## config.mk

```make
export PLATFORM = sky130hd
export DESIGN_NAME = stt_regs
export DESIGN_NICKNAME = d
export VERILOG_FILES = /design/src/rtl/stt_pkg.sv /design/src/rtl/stt_lane_if.sv /design/src/rtl/stt_trim_adj.sv /design/src/rtl/stt_cksum.sv /design/src/rtl/stt_regs.sv
export SDC_FILE = /design/constraint.sdc
export NUM_CORES = 1
export LEC_CHECK = 0
export ABC_AREA = 1
export BUFFER_PORTS_ARGS = -buffer_cell sky130_fd_sc_hd__buf_2
export CAP_MARGIN = 10
export CORE_MARGIN = 5
export CORE_UTILIZATION = 45
export CTS_CLUSTER_SIZE = 12
export DETAILED_ROUTE_END_ITERATION = 7
export HOLD_SLACK_MARGIN = 0.12
export PLACE_DENSITY = 0.78
export SYNTH_ARGS = -nofsm -noshare
export SYNTH_HDL_FRONTEND = slang
export SYNTH_SLANG_ARGS = --single-unit
```

## constraint.sdc

```tcl
create_clock -name clk_sys_i -period 10.1 [get_ports clk_sys_i]
set_clock_uncertainty 0.2 [all_clocks]
set_input_delay 1.515 -clock clk_sys_i [delete_from_list [all_inputs] [get_ports clk_sys_i]]
set_output_delay 1.515 -clock clk_sys_i [all_outputs]
set_load 0.01 [all_outputs]
```

## src/rtl/stt_pkg.sv

```systemverilog
// constants, register map and state layout of the lane termination trim bank
// assumes one 40 mhz clock, synchronous active-low reset, byte-wide register port
// Overview of operation
// - each lane 1..7 keeps a 4-bit trim
// - trim bit 3 picks raise or lower
// - trim bits 2:0 are the magnitude
// - mode bit clear: checksum sums the fields
// - mode bit set: checksum sums whole octets
package stt_pkg;

    localparam int ADDR_W    = 10;
    localparam int DATA_W    = 8;
    localparam int NL        = 7;   // physical lanes 1..7, index 0 is lane 1
    localparam int TRIM_W    = 4;
    localparam int CODE_W    = 3;
    localparam int N_OCTETS  = 11;  // link configuration octets covered by the checksum
    localparam int N_FIELDS  = 19;

    // documented register offsets
    localparam logic [ADDR_W-1:0] OFS_TRIM [NL] = '{10'h2bc, 10'h2bd, 10'h2be, 10'h2bf,
                                                    10'h2c0, 10'h2c1, 10'h2c2};
    localparam logic [ADDR_W-1:0] OFS_RX_CTRL   = 10'h300;
    // read-only status of the block
    localparam logic [ADDR_W-1:0] OFS_CODE_RB [NL] = '{10'h3e1, 10'h3e2, 10'h3e3, 10'h3e4,
                                                       10'h3e5, 10'h3e6, 10'h3e7};
    localparam logic [ADDR_W-1:0] OFS_CKSUM_RB  = 10'h3f0;

    // field positions
    localparam int TRIM_SIGN_BIT  = 3;
    localparam int TRIM_MAG_MSB   = 2;
    localparam int CKSUM_MODE_BIT = 6;

    // values after reset and code limits
    localparam logic [TRIM_W-1:0] RST_TRIM       = 4'h0;
    localparam logic              RST_CKSUM_MODE = 1'b0;
    localparam logic [CODE_W-1:0] RST_CODE       = 3'h0;
    localparam logic [CODE_W-1:0] CODE_MAX       = 3'h7;
    localparam logic [CODE_W-1:0] CODE_MIN       = 3'h0;

    // parameter field layout inside the configuration octets: octet, lsb, width
    localparam logic [3:0] FLD_OCT [N_FIELDS] = '{4'h0, 4'h1, 4'h1, 4'h2, 4'h2, 4'h2, 4'h3,
                                                  4'h3, 4'h4, 4'h5, 4'h6, 4'h7, 4'h7, 4'h8,
                                                  4'h8, 4'h9, 4'h9, 4'ha, 4'ha};
    localparam logic [2:0] FLD_LSB [N_FIELDS] = '{3'h0, 3'h0, 3'h4, 3'h0, 3'h5, 3'h6, 3'h0,
                                                  3'h7, 3'h0, 3'h0, 3'h0, 3'h0, 3'h6, 3'h0,
                                                  3'h5, 3'h0, 3'h5, 3'h0, 3'h7};
    localparam logic [3:0] FLD_W   [N_FIELDS] = '{4'h8, 4'h4, 4'h4, 4'h5, 4'h1, 4'h1, 4'h5,
                                                  4'h1, 4'h8, 4'h5, 4'h8, 4'h5, 4'h2, 4'h5,
                                                  4'h3, 4'h5, 4'h3, 4'h5, 4'h1};

    // whole state of the register bank
    typedef struct packed {
        logic [NL-1:0][TRIM_W-1:0] trim;
        logic                      cksum_mode;
        logic [NL-1:0][CODE_W-1:0] code;
        logic [DATA_W-1:0]         cksum;
        logic [DATA_W-1:0]         rdata;
    } stt_state_t;

    localparam stt_state_t STT_STATE_RST = '{trim: {NL{RST_TRIM}}, cksum_mode: RST_CKSUM_MODE,
                                             code: {NL{RST_CODE}}, cksum: 8'h00, rdata: 8'h00};

    // trim slot decode: {hit, lane index}
    function automatic logic [3:0] stt_trim_slot(input logic [ADDR_W-1:0] addr);
        logic [3:0] res;
        res = 4'h0;
        for (int l = 0; l < NL; l++) begin
            if (addr == OFS_TRIM[l]) begin
                res = {1'b1, 3'(l)};
            end
        end
        return res;
    endfunction : stt_trim_slot

endpackage : stt_pkg

```

## src/rtl/stt_lane_if.sv

```systemverilog
// per-lane carrier between the register bank and the trim adder
// assumes the bank drives trim and calibrated code, the adder returns the applied code
interface stt_lane_if;
    logic [3:0] trim;
    logic [2:0] cal;
    logic [2:0] code;
    modport core (output trim, output cal, input code);
    modport adj  (input trim, input cal, output code);
endinterface : stt_lane_if

```

## src/rtl/stt_trim_adj.sv

```systemverilog
// signed-magnitude trim applied to one lane's calibrated termination code
// assumes purely combinational use; the caller registers the result
module stt_trim_adj
    import stt_pkg::*;
(
    stt_lane_if.adj lane
);
    logic [CODE_W:0] sum_w;

    // one spare bit on the sum so an overflow is seen before clamping
    always_comb begin
        sum_w = {1'b0, lane.cal} + {1'b0, lane.trim[TRIM_MAG_MSB:0]};
        if (!lane.trim[TRIM_SIGN_BIT]) begin
            lane.code = (sum_w > {1'b0, CODE_MAX}) ? CODE_MAX : sum_w[CODE_W-1:0];
        end else if (lane.trim[TRIM_MAG_MSB:0] > lane.cal) begin
            lane.code = CODE_MIN;
        end else begin
            lane.code = lane.cal - lane.trim[TRIM_MAG_MSB:0];
        end
    end
endmodule : stt_trim_adj

```

## src/rtl/stt_cksum.sv

```systemverilog
// link parameter checksum, by fields or by whole octets
// assumes octets are stable in the clock domain of the caller; result is combinational
module stt_cksum
    import stt_pkg::*;
(
    input  wire logic [N_OCTETS-1:0][7:0] octets_i,
    input  wire logic                     mode_i,
    output logic      [7:0]               sum_o
);
    logic [7:0] oct_sum;
    logic [7:0] fld_sum;
    logic [8:0] mask;

    // both sums wrap modulo 256, as the checksum octet does
    always_comb begin
        oct_sum = 8'h00;
        fld_sum = 8'h00;
        mask    = 9'h000;
        for (int i = 0; i < N_OCTETS; i++) begin
            oct_sum = oct_sum + octets_i[i];
        end
        for (int f = 0; f < N_FIELDS; f++) begin
            mask    = (9'h001 << FLD_W[f]) - 9'h001;
            fld_sum = fld_sum + ((octets_i[FLD_OCT[f]] >> FLD_LSB[f]) & mask[7:0]);
        end
        sum_o = mode_i ? oct_sum : fld_sum;
    end
endmodule : stt_cksum

```

## src/rtl/stt_regs.sv

```systemverilog
// termination trim register bank with link checksum mode
// assumes calibrated codes and link octets come from logic on clk_sys_i
//
// Design decision made here: the strobed register port.
module stt_regs
    import stt_pkg::*;
(
    input  wire logic                        clk_sys_i,
    input  wire logic                        rst_n_i,
    input  wire logic [ADDR_W-1:0]           addr_i,
    input  wire logic [DATA_W-1:0]           wdata_i,
    input  wire logic                        wr_i,
    input  wire logic                        rd_i,
    output logic      [DATA_W-1:0]           rdata_o,
    input  wire logic [NL-1:0][CODE_W-1:0]   cal_code_i,
    input  wire logic [N_OCTETS-1:0][7:0]    link_octets_i,
    output logic      [NL-1:0][CODE_W-1:0]   term_code_o,
    output logic      [7:0]                  checksum_o,
    output logic                             checksum_mode_o
);
    stt_state_t                state_q;
    stt_state_t                state_d;
    logic [3:0]                slot;
    logic [DATA_W-1:0]         rd_val;
    logic [NL-1:0][CODE_W-1:0] lane_code;
    logic [7:0]                cksum_w;

    stt_lane_if lane_if [NL] ();

    // one trim adder per lane, fed from the stored trim
    for (genvar g = 0; g < NL; g++) begin : g_lane
        assign lane_if[g].trim = state_q.trim[g];
        assign lane_if[g].cal  = cal_code_i[g];
        assign lane_code[g]    = lane_if[g].code;
        stt_trim_adj u_adj (
            .lane (lane_if[g])
        );
    end

    stt_cksum u_cksum (
        .octets_i (link_octets_i),
        .mode_i   (state_q.cksum_mode),
        .sum_o    (cksum_w)
    );

    // next state: register writes, read mux, registered results
    always_comb begin
        state_d = state_q;
        slot    = stt_trim_slot(addr_i);
        rd_val  = 8'h00;
        if (wr_i) begin
            if (slot[3]) begin
                state_d.trim[slot[2:0]] = wdata_i[TRIM_W-1:0];
            end
            if (addr_i == OFS_RX_CTRL) begin
                state_d.cksum_mode = wdata_i[CKSUM_MODE_BIT];
            end
        end
        // reserved bits and unmapped offsets read as zero
        if (slot[3]) begin
            rd_val = {4'h0, state_q.trim[slot[2:0]]};
        end
        if (addr_i == OFS_RX_CTRL) begin
            rd_val[CKSUM_MODE_BIT] = state_q.cksum_mode;
        end
        for (int l = 0; l < NL; l++) begin
            if (addr_i == OFS_CODE_RB[l]) begin
                rd_val = {5'h00, state_q.code[l]};
            end
        end
        if (addr_i == OFS_CKSUM_RB) begin
            rd_val = state_q.cksum;
        end
        // read data only in the cycle after the strobe, zero otherwise
        state_d.rdata = rd_i ? rd_val : 8'h00;
        state_d.code  = lane_code;
        state_d.cksum = cksum_w;
    end

    always_ff @(posedge clk_sys_i) begin
        if (!rst_n_i) begin
            state_q <= STT_STATE_RST;
        end else begin
            state_q <= state_d;
        end
    end

    assign rdata_o         = state_q.rdata;
    assign term_code_o     = state_q.code;
    assign checksum_o      = state_q.cksum;
    assign checksum_mode_o = state_q.cksum_mode;

    // assertion helpers: an independent field sum and octet sum
    logic [7:0] ref_fld;
    logic [7:0] ref_oct;
    logic [7:0] o [N_OCTETS];
    always_comb begin
        for (int i = 0; i < N_OCTETS; i++) begin
            o[i] = link_octets_i[i];
        end
        ref_oct = o[0] + o[1] + o[2] + o[3] + o[4] + o[5] + o[6] + o[7] + o[8] + o[9] + o[10];
        ref_fld = o[0] + 8'(o[1][3:0]) + 8'(o[1][7:4]) + 8'(o[2][4:0]) + 8'(o[2][5])
                + 8'(o[2][6]) + 8'(o[3][4:0]) + 8'(o[3][7]) + o[4] + 8'(o[5][4:0]) + o[6]
                + 8'(o[7][4:0]) + 8'(o[7][7:6]) + 8'(o[8][4:0]) + 8'(o[8][7:5])
                + 8'(o[9][4:0]) + 8'(o[9][7:5]) + 8'(o[10][4:0]) + 8'(o[10][7]);
    end

    // mapped offsets, kept apart from the read mux so a decode slip shows up
    logic addr_mapped;
    assign addr_mapped = addr_i inside {[OFS_TRIM[0]:OFS_TRIM[NL-1]], OFS_RX_CTRL,
                                        [OFS_CODE_RB[0]:OFS_CODE_RB[NL-1]], OFS_CKSUM_RB};

    for (genvar g = 0; g < NL; g++) begin : g_chk

    end
endmodule : stt_regs

```

==> impl_metrics.json <==
{
  "synth_xor_area_share_pct": 4.850,
  "endpoint_kind": "register",
  "crit_fanout": 2,
  "synth.largest_area_cell": "fa_1",
  "num_rows": 49,
  "grt_pass1_vias": 6943,
  "cpMaxStageDelayCell": "fa_1",
  "dp_hpwl_um": 18380,
  "vias_per_cell": 4.968,
  "die_area_sq_um": 20850,
  "drc": 0,
  "firstDrtPassIters": 5,
  "grt.total_usage_pct": 20.59,
  "maxCapViolCount": 0,
  "grt_use_met3_pct": 4.034,
  "multi_input_area_sq_um": 5733,
  "syn_area_sq_um": 8127,
  "synth_fp_nets": 1279,
  "start_util_pct": 45.39,
  "crit_family": "adder cells",
  "finalCriticalPeriod_ps": 6386,
  "crit_path_frequent_cell": "fa_1",
  "ctsResizeCount": 0,
  "cts_setup_buffers": 0,
  "root_buffer": "clkbuf_16",
  "cp-start-kind": "input pin",
  "period_share_pct": 63.23,
  "synthSimpleGateAreaFrac_pct": 10.65,
  "peakVddDrop_mv": 0.2802,
  "cts_tree": "yes",
  "hp-class": "register to register",
  "finish.net_count": 1447,
  "use_met2_pct": 36.45,
  "die_x_um": 144.4,
  "synth.top_cell.area_share_pct": 31.04,
  "grt_first_pass_wirelength_um": 33290,
  "setup_viol": 0,
  "powerDensity_nw_per_um2": 252.8,
  "cts.htree.levels": 3,
  "ys_ff_latch": 66,
  "worstPathRequired_ps": 10140,
  "hold_buffers": 0,
  "setup_tns_ps": 0,
  "wirelength_um": 20810,
  "drive_above_1_share_pct": 19.27,
  "antenna_found_initial": 1,
  "clk_path_buf_depth": 2,
  "synth-warning-count": 0,
  "critPathBufInv": 3,
  "hold_viol": 0,
  "slew-limit-headroom_pct": 51.53,
  "gr-max-usage-layer": "met2",
  "die_h_um": 144.4,
  "overflow": 0,
  "drtIter0Drc": 402,
  "outcome": "complete, no violations",
  "netlist_instances": 948,
  "antenna_cells": 0,
  "vias": 6707,
  "synth_compound_area_share_pct": 12.61,
  "clk_pin_slew_ps": 60,
  "cp_cell_sequence": "buf_2 -> inv_1 -> fa_1 -> inv_1 -> fa_1 -> fa_1 -> fa_1 -> fa_1 -> fa_1 -> fa_1 -> a21oi_1 -> nor2_1 -> nor2_1 -> nor2_1 -> nor2_1 -> nor2_1 -> nor2_1 -> a21oi_1 -> nand3b_1 -> a21oi_1",
  "synth_top_family_by_area": "adder cells",
  "core_region_area_sq_um": 17900,
  "cts_buffers": 9,
  "r2r_slack_ps": 8230,
  "final_util_pct": 52.96,
  "tightest_slew_ps": 722.7,
  "synthAdderAreaFrac_pct": 42.43,
  "fill_cells": 1633,
  "synthMuxAreaShare_pct": 0,
  "port_buffers": 165,
  "ys_seq_area_share_pct": 16.26,
  "area_growth_pct": 16.66,
  "clk_latency_ps": 340,
  "place.gp.congestion": 0.9842,
  "num_io_pins": 169,
  "grt_max_degree": 42,
  "worstPathArrival_ps": 6430,
  "cts.sinks": 66,
  "slew_viol_final": 0,
  "synth_area_leaders": "fa_1, dfxtp_1, inv_1",
  "regArea_sq_um": 1321,
  "grt_util_met1_pct": 25.80,
  "dp.cells": 1334,
  "leakage_uw": 0.004841,
  "cp_slowest_stage_delay_ps": 580,
  "rsz0062_at_grt": "false",
  "synthDistinctLibCells": 44,
  "syn_avg_cell_area_sq_um": 8.572,
  "max_freq_mhz": 156.6,
  "final_cells": 1350,
  "wire_per_inst_um": 15.42,
  "path_class": "input pin to register",
  "ant_nets": 0
}
-- registers in the layout, summed over array words and instances (netlist names) --
register and flops:
checksum_mode_o 1, rdata_o 8, checksum_o 8, lane_if.trim 28, term_code_o 21
-- logic make-up after synthesis --
| logic type | count (synthesis) |
|---|---|
| AOI/OAI and AO/OA | 182 |
| and+or+nand+nor | 178 |
| adders and majority gates | 200 |
| buffers and inverters | 277 |
| DFF | 66 |
| xor gates and xnor gates | 45 |
-- cells in the final DEF, fill, tap and decap left out, types with 2 or more instances in the layout --
master / n
inv_1: 261
buf_2: 165
fa_1: 126
a21oi_1: 75
ha_1: 74
o21ai_0: 69
dfxtp_1: 66
nand2_1: 58
nor2_1: 51
nand3_1: 30
xnor2_1: 26
xor2_1: 19
o21bai_1: 9
clkbuf_16: 9
nand2_2: 7
nor2_2: 7
a221o_1: 7
inv_2: 5
nand4_1: 5
a31oi_1: 5
nor3_1: 4
o21ai_1: 4
clkinv_4: 4
clkinv_1: 3
nand3_2: 2
nor3_2: 2
or2_2: 2
o31ai_1: 2
o211ai_1: 2
nor4_1: 2
o211ai_2: 2
a21oi_2: 2
-- per-stage QoR --
step / instance area [sq um] / worst slack [ps] / hold WS [ps] / total power [uW]
after global routing: 9480 / 3459 / 272.2 / 2737
after floorplan: 8127 / 3795 / 252.8 / 1693
after detailed placement: 9176 / 3364 / 219.0 / 2095
after global placement: 9176 / 3442 / 210.6 / 2034
after CTS: 9480 / 3715 / 228.5 / 2430
final: 9480 / 3714 / 224.8 / 2397
-- final timing paths --
path | start | to | depth (start not counted)
max | link_octets_i[2] | checksum_o[7] | 20
min | checksum_o[4] | rdata_o[4] | 2
max reg2reg | lane_if[4].trim[2] | term_code_o[14] | 6
min reg2reg | checksum_o[4] | rdata_o[4] | 2
-- tightest hold or removal path, delay by kind of cell (launching register included) --
kind,cells,cell delay (ps)
buf+inv,1,40
flops,1,300
simple gates,1,30
-- power breakdown --
group          total (uW)  switching [uW]  leakage, uW  internal [uW]
sequential            303            13.9     0.000540            289
combinational        1780            1000      0.00415            774
clock                 318             125     0.000150            193
total                2400            1140      0.00484           1260
-- metal layers --
layer	vias up	share of wire (%)
li1	3261	-
met1	3196	40
met2	216	50
met3	32	6.8
met4	2	2.2
met5	-	0.062
-- Yosys cell counts, drive strengths merged --
master and instances:
fa 126, a221oi 1, a31o 1, nand3 32, or2 3, inv 266
a21oi 77, clkinv 3, a21o 1, xor2 19, xnor2 26, o21ai 73
and2 1, buf 2, a31oi 5, ha 74, o21a 1, nor4 4
o211ai 4, nor3 7, nand2 66, nor2 58, o31ai 2, o311a 1
clkbuf 6, o21bai 9, nand3b 1, nand4 6, a221o 7, dfxtp 66
-- final cells by class --
type / count / share of cell area, %
inverter: 269 / 10.65
timing repair buffer: 165 / 8.711
sequential: 66 / 13.94
multi-input combinational: 605 / 60.47
tap: 229 / 3.022
clock buffer: 9 / 2.376
clock inverter: 7 / 0.8315
No activity file was read; power rests on OpenSTA's default activity.
